$ cat src/core/ssd_pkg.sv
// shared constants and types for the status decoder
`default_nettype none
package ssd_pkg;
	// ========================================
	// bus
	localparam int         AXI_AW      = 8;
	localparam int         AXI_DW      = 32;
	localparam int         BYTE_W      = 8;
	localparam int         IDX_LSB     = 2;
	localparam int         MAP_LSB     = 4;
	localparam logic [1:0] RESP_OKAY   = 2'h0;
	localparam logic [1:0] RESP_SLVERR = 2'h2;
	localparam logic [23:0] RD_PAD     = 24'h000000;
	// ========================================
	// register map
	localparam logic [7:0] OFF_CTRL    = 8'h00;
	localparam logic [7:0] OFF_DATA    = 8'h04;
	localparam logic [7:0] OFF_ISTAT   = 8'h08;
	localparam logic [7:0] OFF_IMASK   = 8'h0C;
	localparam logic [1:0] IDX_CTRL    = OFF_CTRL[3:2];
	localparam logic [1:0] IDX_DATA    = OFF_DATA[3:2];
	localparam logic [1:0] IDX_ISTAT   = OFF_ISTAT[3:2];
	localparam logic [1:0] IDX_IMASK   = OFF_IMASK[3:2];
	// ========================================
	// control register fields
	localparam int         CB_SI       = 0;
	localparam int         CB_ACK      = 1;
	localparam int         CB_ARB      = 2;
	localparam int         CB_ACKREQ   = 3;
	localparam int         CB_STOP     = 4;
	localparam int         CB_START    = 5;
	localparam int         CB_VEC_LSB  = 4;
	localparam int         CB_VEC_MSB  = 7;
	// ========================================
	// interrupt fields and reset values
	localparam int         IB_STATE    = 0;
	localparam int         IB_ERR      = 1;
	localparam int         IRQ_W       = 2;
	localparam logic [7:0] DATA_RST    = 8'h00;
	localparam logic [3:0] VEC_RST     = 4'h0;
	localparam logic [1:0] IRQ_RST     = 2'h0;
	localparam logic [5:0] IRQ_PAD     = 6'h00;
	// ========================================
	// status vectors
	localparam logic [3:0] VEC_SLV_RX  = 4'h0;
	localparam logic [3:0] VEC_STOP    = 4'h1;
	localparam logic [3:0] VEC_ADDR    = 4'h2;
	localparam logic [3:0] VEC_SLV_TX  = 4'h4;
	localparam logic [3:0] VEC_BUS_ERR = 4'h5;
	// ========================================
	// bus engine events and slave states
	typedef enum logic [3:0] {
		EV_START       = 4'h0,
		EV_ADDR        = 4'h1,
		EV_TX_DONE     = 4'h2,
		EV_TX_ERR      = 4'h3,
		EV_BUS_ERR     = 4'h4,
		EV_STOP        = 4'h5,
		EV_ARB_STOP    = 4'h6,
		EV_RX_BYTE     = 4'h7,
		EV_ARB_RSTART  = 4'h8,
		EV_ARB_STOPDET = 4'h9,
		EV_ARB_DATA    = 4'hA
	} ssd_ev_t;
	typedef enum logic [1:0] {
		SL_IDLE  = 2'h0,
		SL_RX    = 2'h1,
		SL_TX    = 2'h2,
		SL_INHIB = 2'h3
	} ssd_sl_t;
endpackage
`default_nettype wire

$ cat src/core/ssd_reg_if.sv
// register access carrier between bus slave and decoder core
`timescale 1ns/1ps
`default_nettype none
interface ssd_reg_if;
	logic       wr;
	logic [1:0] widx;
	logic [7:0] wdata;
	logic [1:0] ridx;
	logic [7:0] rdata;
	modport bus  (output wr, widx, wdata, ridx, input rdata);
	modport core (input wr, widx, wdata, ridx, output rdata);
endinterface
`default_nettype wire

$ cat src/core/ssd_decoder.sv
// slave and bus-error status decoder with its register file
//
// Chosen here: register access over AXI4-Lite and the register offsets.
`timescale 1ns/1ps
`default_nettype none
// Overview of operation
// - A slave byte sent and acked gives vector 0100, no ack request, no arbitration loss, ack flag set.
// - A slave byte sent with an error gives vector 0100 with arbitration-lost set.
// - An illegal stop or bus error in slave transmit gives vector 0101 with no ack request.
// - A matched slave address gives vector 0010 with ack request set and no arbitration loss.
// - An address after lost master arbitration gives 0010 with ack request and arbitration-lost set.
// - A stop while addressed as slave gives vector 0001 with both flags clear.
// - Lost arbitration while sending a stop gives 0001 with both flags set.
// - A received slave byte gives vector 0000 with an ack request.
// - Lost arbitration on a repeated start gives 0010 with only arbitration-lost set.
// - Lost arbitration on a detected stop gives 0001 with only arbitration-lost set.
// - Lost arbitration on a master data byte gives 0000 with both flags set.
// - The vector is master mode, transmit direction, start and stop request bits.
// - A nacked slave address mutes slave events until the next start.
module ssd_decoder (
	input  wire logic                       aclk,
	input  wire logic                       aresetn,
	input  wire logic                       ce,
	input  wire logic [ssd_pkg::AXI_AW-1:0] awaddr,
	input  wire logic                       awvalid,
	output logic                            awready,
	input  wire logic [ssd_pkg::AXI_DW-1:0] wdata,
	input  wire logic [3:0]                 wstrb,
	input  wire logic                       wvalid,
	output logic                            wready,
	output logic [1:0]                      bresp,
	output logic                            bvalid,
	input  wire logic                       bready,
	input  wire logic [ssd_pkg::AXI_AW-1:0] araddr,
	input  wire logic                       arvalid,
	output logic                            arready,
	output logic [ssd_pkg::AXI_DW-1:0]      rdata,
	output logic [1:0]                      rresp,
	output logic                            rvalid,
	input  wire logic                       rready,
	input  wire logic                       ev_valid,
	input  wire ssd_pkg::ssd_ev_t           ev_code,
	input  wire logic                       ev_rw,
	input  wire logic                       ev_ack,
	input  wire logic                       ev_arb,
	input  wire logic [ssd_pkg::BYTE_W-1:0] rx_byte,
	output logic                            scl_hold,
	output logic                            ack_out,
	output logic                            start_req,
	output logic                            stop_req,
	output logic [ssd_pkg::BYTE_W-1:0]      tx_data,
	output logic                            irq
);
	import ssd_pkg::*;

	ssd_reg_if rif ();

	logic              master_mode_r;
	logic              transmit_direction_flag_r;
	logic              start_request_bit_r;
	logic              stop_request_bit_r;
	logic              ack_request_flag_r;
	logic              arbitration_lost_flag_r;
	logic              ack_r;
	logic              si_r;
	logic [BYTE_W-1:0] smbus_data_reg_r;
	logic [IRQ_W-1:0]  istat_r;
	logic [IRQ_W-1:0]  imask_r;
	logic              irq_r;
	ssd_sl_t           sl_r;
	ssd_sl_t           sl_nxt;
	logic              dec_take, dec_ackreq, dec_arb, dec_ack, dec_err;
	logic [3:0]        dec_vec;

	// ========================================
	// bus slave
	ssd_axil_slave u_axil (
		.aclk    (aclk),
		.aresetn (aresetn),
		.ce      (ce),
		.awaddr  (awaddr),
		.awvalid (awvalid),
		.awready (awready),
		.wdata   (wdata),
		.wstrb   (wstrb),
		.wvalid  (wvalid),
		.wready  (wready),
		.bresp   (bresp),
		.bvalid  (bvalid),
		.bready  (bready),
		.araddr  (araddr),
		.arvalid (arvalid),
		.arready (arready),
		.rdata   (rdata),
		.rresp   (rresp),
		.rvalid  (rvalid),
		.rready  (rready),
		.rif     (rif)
	);

	// ========================================
	// event decode
	wire sl_tx = sl_r == SL_TX;
	wire sl_rx = sl_r == SL_RX;
	wire sl_in = sl_r == SL_INHIB;
	always_comb begin
		dec_take   = 1'b0;
		dec_vec    = VEC_SLV_RX;
		dec_ackreq = 1'b0;
		dec_arb    = 1'b0;
		dec_ack    = ack_r;
		dec_err    = 1'b0;
		unique case (ev_code)
			EV_START: begin
				dec_take = 1'b0;
			end
			EV_ADDR: begin
				dec_take   = !sl_in;
				dec_vec    = VEC_ADDR;
				dec_ackreq = 1'b1;
				dec_arb    = ev_arb;
			end
			EV_TX_DONE: begin
				dec_take = sl_tx;
				dec_vec  = VEC_SLV_TX;
				dec_ack  = ev_ack;
			end
			EV_TX_ERR: begin
				dec_take = sl_tx;
				dec_vec  = VEC_SLV_TX;
				dec_arb  = 1'b1;
				dec_err  = 1'b1;
			end
			EV_BUS_ERR: begin
				dec_take = sl_tx;
				dec_vec  = VEC_BUS_ERR;
				dec_err  = 1'b1;
			end
			EV_STOP: begin
				dec_take = sl_tx || sl_rx;
				dec_vec  = VEC_STOP;
			end
			EV_ARB_STOP: begin
				dec_take   = 1'b1;
				dec_vec    = VEC_STOP;
				dec_ackreq = 1'b1;
				dec_arb    = 1'b1;
				dec_err    = 1'b1;
			end
			EV_RX_BYTE: begin
				dec_take   = sl_rx;
				dec_vec    = VEC_SLV_RX;
				dec_ackreq = 1'b1;
			end
			EV_ARB_RSTART: begin
				dec_take = 1'b1;
				dec_vec  = VEC_ADDR;
				dec_arb  = 1'b1;
				dec_err  = 1'b1;
			end
			EV_ARB_STOPDET: begin
				dec_take = 1'b1;
				dec_vec  = VEC_STOP;
				dec_arb  = 1'b1;
				dec_err  = 1'b1;
			end
			EV_ARB_DATA: begin
				dec_take   = 1'b1;
				dec_vec    = VEC_SLV_RX;
				dec_ackreq = 1'b1;
				dec_arb    = 1'b1;
				dec_err    = 1'b1;
			end
			default: begin
				dec_take = 1'b0;
			end
		endcase
	end

	// ========================================
	// register writes and next values
	wire       ev_take  = ce && ev_valid && dec_take;
	wire       w_ctrl   = rif.wr && rif.widx == IDX_CTRL;
	wire       w_data   = rif.wr && rif.widx == IDX_DATA;
	wire       w_istat  = rif.wr && rif.widx == IDX_ISTAT;
	wire       w_imask  = rif.wr && rif.widx == IDX_IMASK;
	wire [3:0] vec      = {master_mode_r, transmit_direction_flag_r,
	                       start_request_bit_r, stop_request_bit_r};
	wire [3:0] fw_vec   = {master_mode_r, transmit_direction_flag_r,
	                       rif.wdata[CB_START], rif.wdata[CB_STOP]};
	wire       si_clr   = w_ctrl && !rif.wdata[CB_SI];
	wire       nack_rel = si_clr && si_r && vec == VEC_ADDR &&
	                      ack_request_flag_r && !rif.wdata[CB_ACK];
	wire       start_in = ce && ev_valid && ev_code == EV_START;
	wire [3:0] vec_nxt  = ev_take ? dec_vec : w_ctrl ? fw_vec : vec;
	wire       ack_nxt  = ev_take ? dec_ack :
	                      w_ctrl ? rif.wdata[CB_ACK] : ack_r;
	wire       si_nxt   = ev_take ? 1'b1 : si_clr ? 1'b0 : si_r;
	wire       rx_take  = ev_take && ev_code == EV_RX_BYTE;
	wire [BYTE_W-1:0] data_nxt = rx_take ? rx_byte :
	                      w_data ? rif.wdata : smbus_data_reg_r;
	wire [IRQ_W-1:0] clr_bits = w_istat ? rif.wdata[IRQ_W-1:0] : IRQ_RST;
	wire [IRQ_W-1:0] set_bits = {ev_take && dec_err, ev_take};
	wire [IRQ_W-1:0] istat_nxt = (istat_r & ~clr_bits) | set_bits;
	wire [IRQ_W-1:0] imask_nxt = w_imask ? rif.wdata[IRQ_W-1:0] : imask_r;
	wire             addr_in   = ev_take && ev_code == EV_ADDR;
	wire             leave     = ev_take && (ev_code == EV_STOP ||
	                             ev_code == EV_BUS_ERR);

	always_comb begin
		sl_nxt = sl_r;
		if (start_in && sl_in) begin
			sl_nxt = SL_IDLE;
		end else if (nack_rel) begin
			sl_nxt = SL_INHIB;
		end else if (addr_in) begin
			sl_nxt = ev_rw ? SL_TX : SL_RX;
		end else if (leave) begin
			sl_nxt = SL_IDLE;
		end
	end

	// ========================================
	// state registers
	always_ff @(posedge aclk) begin
		if (!aresetn) begin
			{master_mode_r, transmit_direction_flag_r} <= VEC_RST[3:2];
			{start_request_bit_r, stop_request_bit_r}  <= VEC_RST[1:0];
			ack_request_flag_r      <= 1'b0;
			arbitration_lost_flag_r <= 1'b0;
			ack_r                   <= 1'b0;
			si_r                    <= 1'b0;
			sl_r                    <= SL_IDLE;
		end else if (ce) begin
			{master_mode_r, transmit_direction_flag_r} <= vec_nxt[3:2];
			{start_request_bit_r, stop_request_bit_r}  <= vec_nxt[1:0];
			if (ev_take) begin
				ack_request_flag_r      <= dec_ackreq;
				arbitration_lost_flag_r <= dec_arb;
			end
			ack_r <= ack_nxt;
			si_r  <= si_nxt;
			sl_r  <= sl_nxt;
		end
	end

	always_ff @(posedge aclk) begin
		if (!aresetn) begin
			smbus_data_reg_r <= DATA_RST;
			istat_r          <= IRQ_RST;
			imask_r          <= IRQ_RST;
			irq_r            <= 1'b0;
		end else if (ce) begin
			smbus_data_reg_r <= data_nxt;
			istat_r          <= istat_nxt;
			imask_r          <= imask_nxt;
			irq_r            <= |(istat_nxt & imask_nxt);
		end
	end

	// ========================================
	// read mux and outputs
	wire [7:0] ctrl_rd = {vec, ack_request_flag_r,
	                      arbitration_lost_flag_r, ack_r, si_r};
	assign rif.rdata = rif.ridx == IDX_CTRL  ? ctrl_rd :
	                   rif.ridx == IDX_DATA  ? smbus_data_reg_r :
	                   rif.ridx == IDX_ISTAT ? {IRQ_PAD, istat_r} :
	                                           {IRQ_PAD, imask_r};
	assign scl_hold  = si_r;
	assign ack_out   = ack_r;
	assign start_req = start_request_bit_r;
	assign stop_req  = stop_request_bit_r;
	assign tx_data   = smbus_data_reg_r;
	assign irq       = irq_r;

	wire slave_ev = ev_code inside {EV_ADDR, EV_TX_DONE, EV_TX_ERR,
	                EV_BUS_ERR, EV_STOP, EV_RX_BYTE};
	wire [1:0] flags = {ack_request_flag_r, arbitration_lost_flag_r};
endmodule // ssd_decoder
`default_nettype wire

$ cat src/core/ssd_axil_slave.sv
// axi4-lite slave front end for the decoder registers
`timescale 1ns/1ps
`default_nettype none
module ssd_axil_slave (
	input  wire logic                       aclk,
	input  wire logic                       aresetn,
	input  wire logic                       ce,
	input  wire logic [ssd_pkg::AXI_AW-1:0] awaddr,
	input  wire logic                       awvalid,
	output logic                            awready,
	input  wire logic [ssd_pkg::AXI_DW-1:0] wdata,
	input  wire logic [3:0]                 wstrb,
	input  wire logic                       wvalid,
	output logic                            wready,
	output logic [1:0]                      bresp,
	output logic                            bvalid,
	input  wire logic                       bready,
	input  wire logic [ssd_pkg::AXI_AW-1:0] araddr,
	input  wire logic                       arvalid,
	output logic                            arready,
	output logic [ssd_pkg::AXI_DW-1:0]      rdata,
	output logic [1:0]                      rresp,
	output logic                            rvalid,
	input  wire logic                       rready,
	ssd_reg_if.bus                          rif
);
	import ssd_pkg::*;

	logic [AXI_AW-1:0] awaddr_r;
	logic [7:0]        wdata_r;
	logic              wstrb0_r;
	logic              awready_r, wready_r, bvalid_r, arready_r, rvalid_r;
	logic [1:0]        bresp_r, rresp_r;
	logic [AXI_DW-1:0] rdata_r;
	wire               aw_hs = awvalid && awready_r;
	wire               w_hs  = wvalid && wready_r;
	wire               b_hs  = bvalid_r && bready;
	wire               ar_hs = arvalid && arready_r;
	wire               r_hs  = rvalid_r && rready;
	wire               wr_go = !awready_r && !wready_r && !bvalid_r;
	wire               w_hit = awaddr_r[AXI_AW-1:MAP_LSB] == '0 &&
	                           awaddr_r[IDX_LSB-1:0] == '0;
	wire               r_hit = araddr[AXI_AW-1:MAP_LSB] == '0 &&
	                           araddr[IDX_LSB-1:0] == '0;

	// ========================================
	// decode toward the core
	assign rif.wr    = wr_go && w_hit && wstrb0_r;
	assign rif.widx  = awaddr_r[MAP_LSB-1:IDX_LSB];
	assign rif.wdata = wdata_r;
	assign rif.ridx  = araddr[MAP_LSB-1:IDX_LSB];

	// ========================================
	// write channels, taken in either order
	always_ff @(posedge aclk) begin
		if (!aresetn) begin
			awready_r <= 1'b1;
			wready_r  <= 1'b1;
			bvalid_r  <= 1'b0;
			bresp_r   <= RESP_OKAY;
			awaddr_r  <= '0;
			wdata_r   <= DATA_RST;
			wstrb0_r  <= 1'b0;
		end else if (ce) begin
			if (aw_hs) begin
				awready_r <= 1'b0;
				awaddr_r  <= awaddr;
			end
			if (w_hs) begin
				wready_r <= 1'b0;
				wdata_r  <= wdata[BYTE_W-1:0];
				wstrb0_r <= wstrb[0];
			end
			if (wr_go) begin
				bvalid_r <= 1'b1;
				bresp_r  <= w_hit ? RESP_OKAY : RESP_SLVERR;
			end
			if (b_hs) begin
				bvalid_r  <= 1'b0;
				awready_r <= 1'b1;
				wready_r  <= 1'b1;
			end
		end
	end

	// ========================================
	// read channel
	always_ff @(posedge aclk) begin
		if (!aresetn) begin
			arready_r <= 1'b1;
			rvalid_r  <= 1'b0;
			rdata_r   <= '0;
			rresp_r   <= RESP_OKAY;
		end else if (ce) begin
			if (ar_hs) begin
				arready_r <= 1'b0;
				rvalid_r  <= 1'b1;
				rdata_r   <= r_hit ? {RD_PAD, rif.rdata} : '0;
				rresp_r   <= r_hit ? RESP_OKAY : RESP_SLVERR;
			end else if (r_hs) begin
				arready_r <= 1'b1;
				rvalid_r  <= 1'b0;
			end
		end
	end

	assign awready = awready_r;
	assign wready  = wready_r;
	assign bvalid  = bvalid_r;
	assign bresp   = bresp_r;
	assign arready = arready_r;
	assign rvalid  = rvalid_r;
	assign rdata   = rdata_r;
	assign rresp   = rresp_r;
endmodule // ssd_axil_slave
`default_nettype wire

$ cat config.mk
export PLATFORM = sky130hd
export DESIGN_NAME = ssd_decoder
export DESIGN_NICKNAME = d
export VERILOG_FILES = /design/src/core/ssd_pkg.sv /design/src/core/ssd_reg_if.sv /design/src/core/ssd_decoder.sv /design/src/core/ssd_axil_slave.sv
export SDC_FILE = /design/constraint.sdc
export NUM_CORES = 1
export LEC_CHECK = 0
export BUFFER_PORTS_ARGS = -buffer_cell sky130_fd_sc_hd__buf_2
export CORE_ASPECT_RATIO = 1.25
export CORE_MARGIN = 5
export CORE_UTILIZATION = 44
export DETAILED_ROUTE_END_ITERATION = 10
export HOLD_SLACK_MARGIN = 0.15
export PLACE_DENSITY = 0.77
export RECOVER_POWER = 50
export SKIP_CTS_REPAIR_TIMING = 1
export SYNTH_ARGS = -nofsm -noshare
export SYNTH_HDL_FRONTEND = slang
export SYNTH_HIERARCHICAL = 1
export SYNTH_SLANG_ARGS = --single-unit
$ cat constraint.sdc
create_clock -name aclk -period 2.6 [get_ports aclk]
set_clock_uncertainty 0.15 [all_clocks]
set_input_delay 0.26 -clock aclk [delete_from_list [all_inputs] [get_ports aclk]]
set_output_delay 0.26 -clock aclk [all_outputs]
set_load 0.05 [all_outputs]
; Word-level counts from Yosys, hierarchy flattened
; Index checks and enable logic that the tools add are counted.
[classes]
eq_ne = 20
n_mux = 37
bitwise_logic = 4
reduce_logical = 74
[op_table]
columns = op, n
row1 = $mux 8, 5
row2 = $logic_and 1x1->1, 28
row3 = $reduce_and 2->1, 13
row4 = $mux 2, 11
row5 = $mux 1, 17
row6 = $eq 4x3->1 const B, 4
row7 = $reduce_bool 2->1, 7
row8 = $eq 4x2->1 const B, 3
row9 = $eq 4x4->1 const B, 3
row10 = $logic_not 4->1, 3
row11 = $pmux 3 s4, 1
row12 = $eq 2x2->1 const B, 5
row13 = $logic_not 2->1, 4
row14 = $reduce_or 4->1, 2
row15 = $eq 2x1->1 const B, 3
row16 = $logic_not 1->1, 6
row17 = $reduce_or 2->1, 3
row18 = $reduce_or 3->1, 2
row19 = $reduce_or 6->1, 1
row20 = $pmux 1 s5, 1
row21 = $reduce_or 5->1, 1
row22 = $and 2x2->2, 2
row23 = $eq 4x1->1 const B, 1
row24 = $mux 4, 1
row25 = 7 further kinds, 8
[word_totals]
ff_bits = 81
input_bits = 76

; Longest topological paths before layout
; Gate-level depths: netlist of the first run.
[depth]
depth_word = 13
ltp_mapped = 9
ltp_nobuf = 8

; Hierarchy
; The synthesis of the first run kept the hierarchy.
[by_module_without_submodules]
columns = module, instances, cells_each, area_per_inst_um2, seq_area_each_um2
row1 = ssd_decoder, 1, 194, 1655.3, 440.4
row2 = ssd_axil_slave, 1, 168, 1477.7, 640.6

; Worst setup path before layout of the first run
; OpenSTA, ideal clock, no wires.
[synth_path]
path_type = register to register
start = reg sl_r[0]
end = reg smbus_data_reg_r[3], in the netlist tx_data[3]
setup_ns = 0.088
arrival_ns = 2.254
required_ns = 2.362
path_slack_ns = 0.108
path_stages_with_launch = 9
path_buffers = 1
synth_period_minus_slack_ns = 2.492
path_cell_list = dfxtp_1 -> inv_1 -> ha_1 -> o211a_1 -> or4_4 -> a311oi_4 -> buf_6 -> nor2_1 -> a311oi_2
[synth_via]
elab_chain_len = 7
word_cells_on_any_way = 11
cone_classes = 3 x eq/ne / 2 x mux / 6 x reduce/logical
[synth_lines]
columns = item, line_no
row1 = start: declaration, ssd_decoder.sv:70  ; ssd_sl_t sl_r;
row2 = start signal: assignment, ssd_decoder.sv:243  ; sl_r <= sl_nxt;
row3 = $eq 2x2->1 (tied with other cells), ssd_decoder.sv:103  ; wire sl_tx = sl_r == SL_TX;
row4 = $logic_or 1x1->1 / $logic_not 1->1 (equally long branches), "ssd_decoder.sv:140, ssd_decoder.sv:118"
row5 = $pmux 1 s5 (*), ssd_decoder.sv:113  ; unique case (ev_code)
row6 = $logic_and 1x1->1 (*), ssd_decoder.sv:182  ; wire ev_take = ce && ev_valid && dec_take;
row7 = $logic_and 1x1->1 (*), ssd_decoder.sv:199  ; wire rx_take = ev_take && ev_code == EV_RX_BYTE;
row8 = $reduce_bool 2->1 (no line), n/a
row9 = $reduce_and 2->1 (no line), n/a
row10 = end signal: assignment, ssd_decoder.sv:254  ; smbus_data_reg_r <= data_nxt;
row11 = end: declaration, ssd_decoder.sv:66  ; logic [BYTE_W-1:0] smbus_data_reg_r;
; Mark *: on every way between the ends. The rest lies on a longest branch, timed or not.
; A chain may end at the register's enable or synchronous reset.

; Worst setup path after layout of the first run
; Same ends and word-level chain as after synthesis.

==> impl_metrics.py, run 1 <==
metrics = {
    "run_status": {
        "outcome": "complete, no violations",
    },
    "setup_path": {
        "worst_ep_required_time_ns": 2.62,
        "crit_path_start_kind": "flop",
        "crit_type": "reg -> reg",
        "critical_path.top_delay_family": "compound AO/OA/AOI/OAI gates",
        "crit_chain": "inv_1, ha_1, o211a_1, or4_4, a311oi_4, clkbuf_16, buf_4, a311oi_2",
        "cp.arrival_ns": 2.55,
        "cpMaxStageDelayCell": "or4_4",
        "endpoint_kind": "flop",
        "max_stage_delay_ns": 0.55,
        "worst-path-max-fanout": 8,
        "crit_buf_inv": 3,
    },
    "hold_path": {
        "hp-class": "in -> reg",
    },
    "synthesis": {
        "synth_xor_area_share_pct": 0.2796,
        "async_reset_ff_share_pct": 0,
        "synth_top_family_by_area": "simple AND/OR/NAND/NOR gates",
        "synth_top_area_cell": "dfxtp_1",
        "seq_area_frac_synth_pct": 34.50,
        "synth_top_area_share_pct": 34.50,
        "synth-edff-count": 0,
        "syn_area_per_cell_um2": 8.655,
        "synthAdderAreaFrac_pct": 1.198,
        "synth-simple-area-share_pct": 22.44,
        "synth_warnings": 6,
        "syn_inst": 362,
        "synth_mux_area_share_pct": 11.38,
        "ys.flop_type": "dfxtp_1",
        "synth_compound_area_share_pct": 17.01,
        "synthTopCellsByArea": "dfxtp_1 35%, buf_4 8.4%, mux2i_1 6.7%",
        "syn-cell-area_mm2": 0.003133,
        "yosysUniqueCellTypes": 57,
        "ys_seq_elements": 54,
    },
    "sta": {
        "fin_crit_ns": 2.527,
        "slew_viol_final": 0,
        "fmaxAchievable_mhz": 395.8,
        "slew_headroom_pct": 56.36,
        "holdWs_ns": 0.1097,
        "final_hold_viol_count": 0,
        "setup_viol": 0,
        "period_share_pct": 97.17,
        "tightestPinTransition_ns": 0.6574,
    },
    "final_layout": {
        "nets": 541,
        "n_antenna_cell": 0,
        "fin_cells": 552,
        "drive_above_1_share_pct": 19.91,
        "syn_to_final_growth_pct": 22.88,
        "final_core_util_pct": 55.52,
    },
    "global_routing": {
        "grt_max_degree": 45,
        "gr-total-overflow": 0,
        "grt_pass1_wl_um": 12020,
        "track_usage_pct": 16.40,
        "grt_pass1_vias": 2644,
        "antenna_found_initial": 0,
    },
    "power": {
        "power_density_mw_per_mm2": 468.7,
        "worst_ir_drop_vdd_uv": 457.3,
        "leakagePower_uw": 0.001639,
    },
    "clock_network": {
        "clkSlewWorstSetupHoldPaths_ns": 0.10,
        "cts_tree": "built",
        "root_buffer": "clkbuf_8",
        "clk_latency_ns": 0.31,
        "numClockSinks": 54,
        "h-tree-depth": 2,
        "cts_buffers": 5,
        "clk_path_buf_depth": 2,
    },
    "flow_run": {
        "maxCapViolCount": 0,
    },
    "floorplan": {
        "fp-row-count": 34,
        "dieHeight_um": 104.3,
        "die_w_um": 85.48,
        "die_area_mm2": 0.008919,
        "num_io_pins": 130,
        "core_area_mm2": 0.006934,
        "start_util_pct": 45.18,
    },
    "route": {
        "drt_iter0_markers": 120,
        "ant_nets": 0,
        "vias": 2966,
        "routed_wl_um": 8470,
        "wl_per_cell_um": 15.34,
        "drc": 0,
        "vias_per_cell": 5.373,
        "firstDrtPassIters": 4,
    },
    "placement": {
        "hpwl_um": 5896,
        "port_buffers": 76,
        "gp_congestion": 0.8836,
        "place_inst": 514,
    },
}
==> metrics by stage <==
step	setup WS, ns	setup TNS, ns	total power (uW)	cell area (um2)
floorplan	0.1081	0	1182	3227
global placement	0.05852	0	1219	3455
detailed placement	-0.006086	-0.006648	1226	3455
CTS	-0.01932	-0.03319	1772	3562
global route	-0.01592	-0.01592	1865	3850
finish	0.07346	0	1805	3850
==> path summary, 6_finish.rpt <==
check / from / end / slack [ns] / depth (start not counted)
max: sl_r[0]$_SDFFE_PN0P_ / tx_data[3]$_SDFFE_PN0P_ / 0.07 / 8
min: araddr[4] / u_axil/rresp[1]$_SDFFE_PN0P_ / 0.11 / 3
max reg2reg: sl_r[0]$_SDFFE_PN0P_ / tx_data[3]$_SDFFE_PN0P_ / 0.07 / 8
min reg2reg: u_axil/rif.wdata[6]$_SDFFE_PN0P_ / u_axil/rif.wdata[6]$_SDFFE_PN0P_ / 0.32 / 2
==> layer usage <==
metal / global-route usage (%) / wire (um) / part of all wire [%] / vias to the layer above
met5: 0 / 0 / 0 / -
met4: 7.240 / 315 / 3.7 / 0
met3: 3.249 / 484 / 5.7 / 26
met2: 28.72 / 4379 / 52 / 106
met1: 18.93 / 3290 / 39 / 1402
li1: - / - / - / 1432
==> cells in the final DEF (no fill, tap or decap), types with 8 or more instances in the layout <==
cell / count
mux2_2: 8
a21boi_0: 9
buf_4: 12
nand3_1: 27
a21oi_1: 12
nor2_1: 29
inv_1: 11
conb_1: 26
nor2b_1: 18
mux2i_1: 21
o21ai_0: 11
nand2_1: 32
dfxtp_1: 53
buf_2: 48
dlygate4sd3_1: 27
clkbuf_1: 28
==> worst register-to-register path: cells and delay by family (launching register included) <==
family                   cells  cell delay, ns
adder cells (fa/ha/maj)      1            0.28
AO/OA/AOI/OAI                3            0.67
buffers and inverters        3            0.39
flip-flops                   1            0.35
AND/OR/NAND/NOR              1            0.55
==> final cells by class <==
class	instances	area (um2)
fillers	615	3084
multi-input cells	270	1737
flip-flops and latches	54	1082
repair buffers	118	762.0
well taps	90	112.6
clock buffers	5	68.82
inverters	13	48.80
clock inverters	2	38.79
==> flip-flops by register name, summed over array words and instances (netlist names), 2 cells and up <==
name	count
u_axil/rif.wdata	8
u_axil/awaddr_r	8
sl_r	2
u_axil/rdata	8
istat_r	2
tx_data	8
imask_r	2
==> kinds of logic (layout without fill, tap and decap cells) <==
| group | count (synthesis) | in the layout |
|---|---|---|
| and+or+nand+nor | 135 | 135 |
| buffers and inverters | 63 | 138 |
| adders and majority gates | 3 | 3 |
| other | 1 | 26 |
| DFF | 54 | 54 |
| AOI/OAI and AO/OA | 73 | 73 |
| muxes | 32 | 32 |
| xor gates and xnor gates | 1 | 1 |
==> synth_stat cells (all sizes together), types with 9 or more instances <==
cell type and n:
a21oi 12, a311oi 10, inv 12, a21boi 10
mux2 9, o21ai 13, dfxtp 54, nand2 32
nand3 28, mux2i 21, nor2 29, nor2b 18
buf 44
==> report_power, final <==
part / switching (uW) / leakage, uW / internal, uW
clock network: 277 / 0.0000542 / 284
registers: 25.0 / 0.000439 / 853
logic: 244 / 0.00115 / 122
total: 546 / 0.00164 / 1260
(Power assumes the default switching activity.)
==> inputs of run 2 (changes only) <==
- BUFFER_PORTS_ARGS: -buffer_cell sky130_fd_sc_hd__buf_2 -> unset
- CORE_UTILIZATION: 44 -> 50
- DONT_BUFFER_PORTS: unset -> 1
- PLACE_DENSITY: 0.77 -> 0.68
==> run 2 against run 1 <==
  * First-iteration DRC count grew 70%
  * Non-clock buffer count shrank 44
  * Final area shrank 1.7%
  * Count of clock-buffer cells in the layout is the same
  * Cell count shrank 8.9%
  * Worst setup slack gained 0.041 ns
  * Total power shrank 5.8%
  * Largest cell class unchanged
  * Highest routed layer unchanged
==> impl_metrics.py, run 2 (synthesis gave the netlist of run 1 again) <==
metrics = {
    "setup_path": {
        "crit_buf_inv": 2,
        "crit_path_start_kind": "flop",
        "cp.arrival_ns": 2.50,
        "cpMaxStageDelayCell": "or4_4",
        "critical_path.top_delay_family": "compound AO/OA/AOI/OAI gates",
        "reg2reg_to": "start_req$_SDFFE_PN0P_",
        "worst_r2r_path_depth": 8,
        "worst_ep_required_time_ns": 2.62,
        "r2r_slack_ns": 0.11,
        "r2r_start": "sl_r[0]$_SDFFE_PN0P_",
        "worst-path-max-fanout": 11,
        "crit_type": "reg -> reg",
        "crit_chain": "inv_1, ha_1, o211a_1, or4_4, a31oi_1, buf_4, mux2i_1, a21oi_1",
        "endpoint_kind": "flop",
        "max_stage_delay_ns": 0.55,
    },
    "route": {
        "drt_iter0_markers": 204,
        "wl_per_cell_um": 17.83,
        "ant_nets": 0,
        "firstDrtPassIters": 5,
        "vias_per_cell": 5.650,
        "vias": 2842,
        "routed_wl_um": 8968,
        "drc": 0,
    },
    "power": {
        "seqPwrFrac_pct": 52.7,
        "leakagePower_uw": 0.001548,
        "internal-power_uw": 1166,
        "worst_ir_drop_vdd_uv": 384.5,
        "p_comb_share_pct": 19.8,
        "clkPwrFrac_pct": 27.5,
        "power_switching_uw": 534.0,
        "power_density_mw_per_mm2": 449.4,
        "sw_frac_of_total_pct": 31.41,
    },
    "floorplan": {
        "start_util_pct": 51.14,
        "dieHeight_um": 98.50,
        "core_area_mm2": 0.006126,
        "fp-row-count": 32,
        "die_area_mm2": 0.007959,
        "num_io_pins": 130,
        "die_w_um": 80.80,
    },
    "global_routing": {
        "grt_pass1_wl_um": 11360,
        "track_usage_pct": 18.02,
        "grt_max_degree": 46,
        "gr-total-overflow": 0,
        "antenna_found_initial": 0,
        "grt_pass1_vias": 2292,
    },
    "sta": {
        "slew_viol_final": 0,
        "tightestPinTransition_ns": 0.8458,
        "period_share_pct": 95.58,
        "slew_headroom_pct": 43.42,
        "final_hold_viol_count": 0,
        "fin_crit_ns": 2.485,
        "setup_viol": 0,
        "fmaxAchievable_mhz": 402.4,
    },
    "placement": {
        "place_inst": 434,
        "port_buffers": 0,
        "gp_congestion": 0.8243,
        "hpwl_um": 5456,
    },
    "clock_network": {
        "h-tree-depth": 2,
        "clkSlewWorstSetupHoldPaths_ns": 0.10,
        "cts_tree": "built",
        "clk_path_buf_depth": 2,
        "clk_latency_ns": 0.31,
        "cts_buffers": 5,
        "numClockSinks": 54,
        "root_buffer": "clkbuf_8",
    },
    "final_layout": {
        "fin_cells": 503,
        "final-seq-area_mm2": 0.001081,
        "n_antenna_cell": 0,
        "n_fill_cell": 522,
        "final_core_util_pct": 61.76,
        "layout_common_cells": "61 x dlygate4sd3_1, 54 x dfxtp_1, 32 x nand2_1, 29 x nor2_1",
        "syn_to_final_growth_pct": 20.77,
        "drive_above_1_share_pct": 9.330,
        "nets": 497,
        "multi_input_area_mm2": 0.001742,
        "layout_commonest_cell": "dlygate4sd3_1",
    },
    "hold_path": {
        "worstHoldStart": "araddr[2]",
        "hold_path_end": "u_axil/rdata[5]$_SDFFE_PN0P_",
        "hp-class": "in -> reg",
        "hold_depth": 4,
    },
    "run_status": {
        "outcome": "complete, no violations",
    },
    "flow_run": {
        "maxCapViolCount": 0,
    },
}
[run 2: changes by cell type in the layout (fill, tap and decap cells not counted), moves of 2 or more]
cell and delta:
buf_4 -4, clkinvlp_4 +2, clkbuf_1 -25, dlygate4sd3_1 +34
buf_2 -48
[run 2: worst max-delay path by stage]
stage	startpoint	endpoint	slack [ns]	cells past startpoint
2_1_floorplan	sl_r[0]$_SDFFE_PN0P_	tx_data[3]$_SDFFE_PN0P_	0.11	8
3_3_place_gp	u_axil/awaddr_r[1]$_SDFFE_PN0P_	sl_r[0]$_SDFFE_PN0P_	0.07	8
3_5_place_dp	u_axil/awaddr_r[1]$_SDFFE_PN0P_	sl_r[1]$_SDFFE_PN0P_	0.02	8
4_1_cts	u_axil/awaddr_r[1]$_SDFFE_PN0P_	sl_r[1]$_SDFFE_PN0P_	-0.003	8
5_1_grt	sl_r[0]$_SDFFE_PN0P_	stop_req$_SDFFE_PN0P_	-0.002	8
6_report	sl_r[0]$_SDFFE_PN0P_	start_req$_SDFFE_PN0P_	0.11	8
[run 2: cell type report]
| cell class | count | area share, % |
|---|---|---|
| multi-input cells | 270 | 46.03 |
| flip-flops and latches | 54 | 28.57 |
| clock inverters | 2 | 0.3968 |
| clock buffers | 5 | 1.819 |
| inverters | 13 | 1.290 |
| well taps | 85 | 2.811 |
| repair buffers | 74 | 19.08 |
[run 2: power groups by stage]
stage	logic (uW)	registers (uW)	clock network, uW
floorplan	261	921	0
global placement	233	912	0
detailed placement	236	913	0
CTS	237	894	475
global route	359	899	506
finish	337	895	468
[run 2: stage by stage]
stage	total power, uW	worst slack (ns)	instance area (um2)	setup TNS [ns]	hold slack, ns
final	1700	0.1149	3784	0	0.1470
after global routing	1765	-0.002116	3784	-0.002116	0.1840
after CTS	1606	-0.003366	3159	-0.003366	-0.1261
after detailed placement	1149	0.02493	3075	0	0.2129
after global placement	1145	0.06822	3075	0	0.1975
after floorplan	1182	0.1081	3227	0	0.2390
[run 2: metal layers]
metal / share of wire [%] / vias to the layer above / GRT usage, % / wire [um]
li1: - / 1339 / - / -
met1: 37 / 1346 / 23.06 / 3335
met2: 51 / 134 / 29.16 / 4608
met3: 9.1 / 23 / 5.393 / 813
met4: 2.4 / 0 / 5.072 / 211
met5: 0 / - / 0 / 0
[run 2: worst min-delay path: cells and delay by family]
kind / cells / cell delay [ns]
mux: 1 / 0.13
simple gates: 2 / 0.12
compound gates: 1 / 0.07
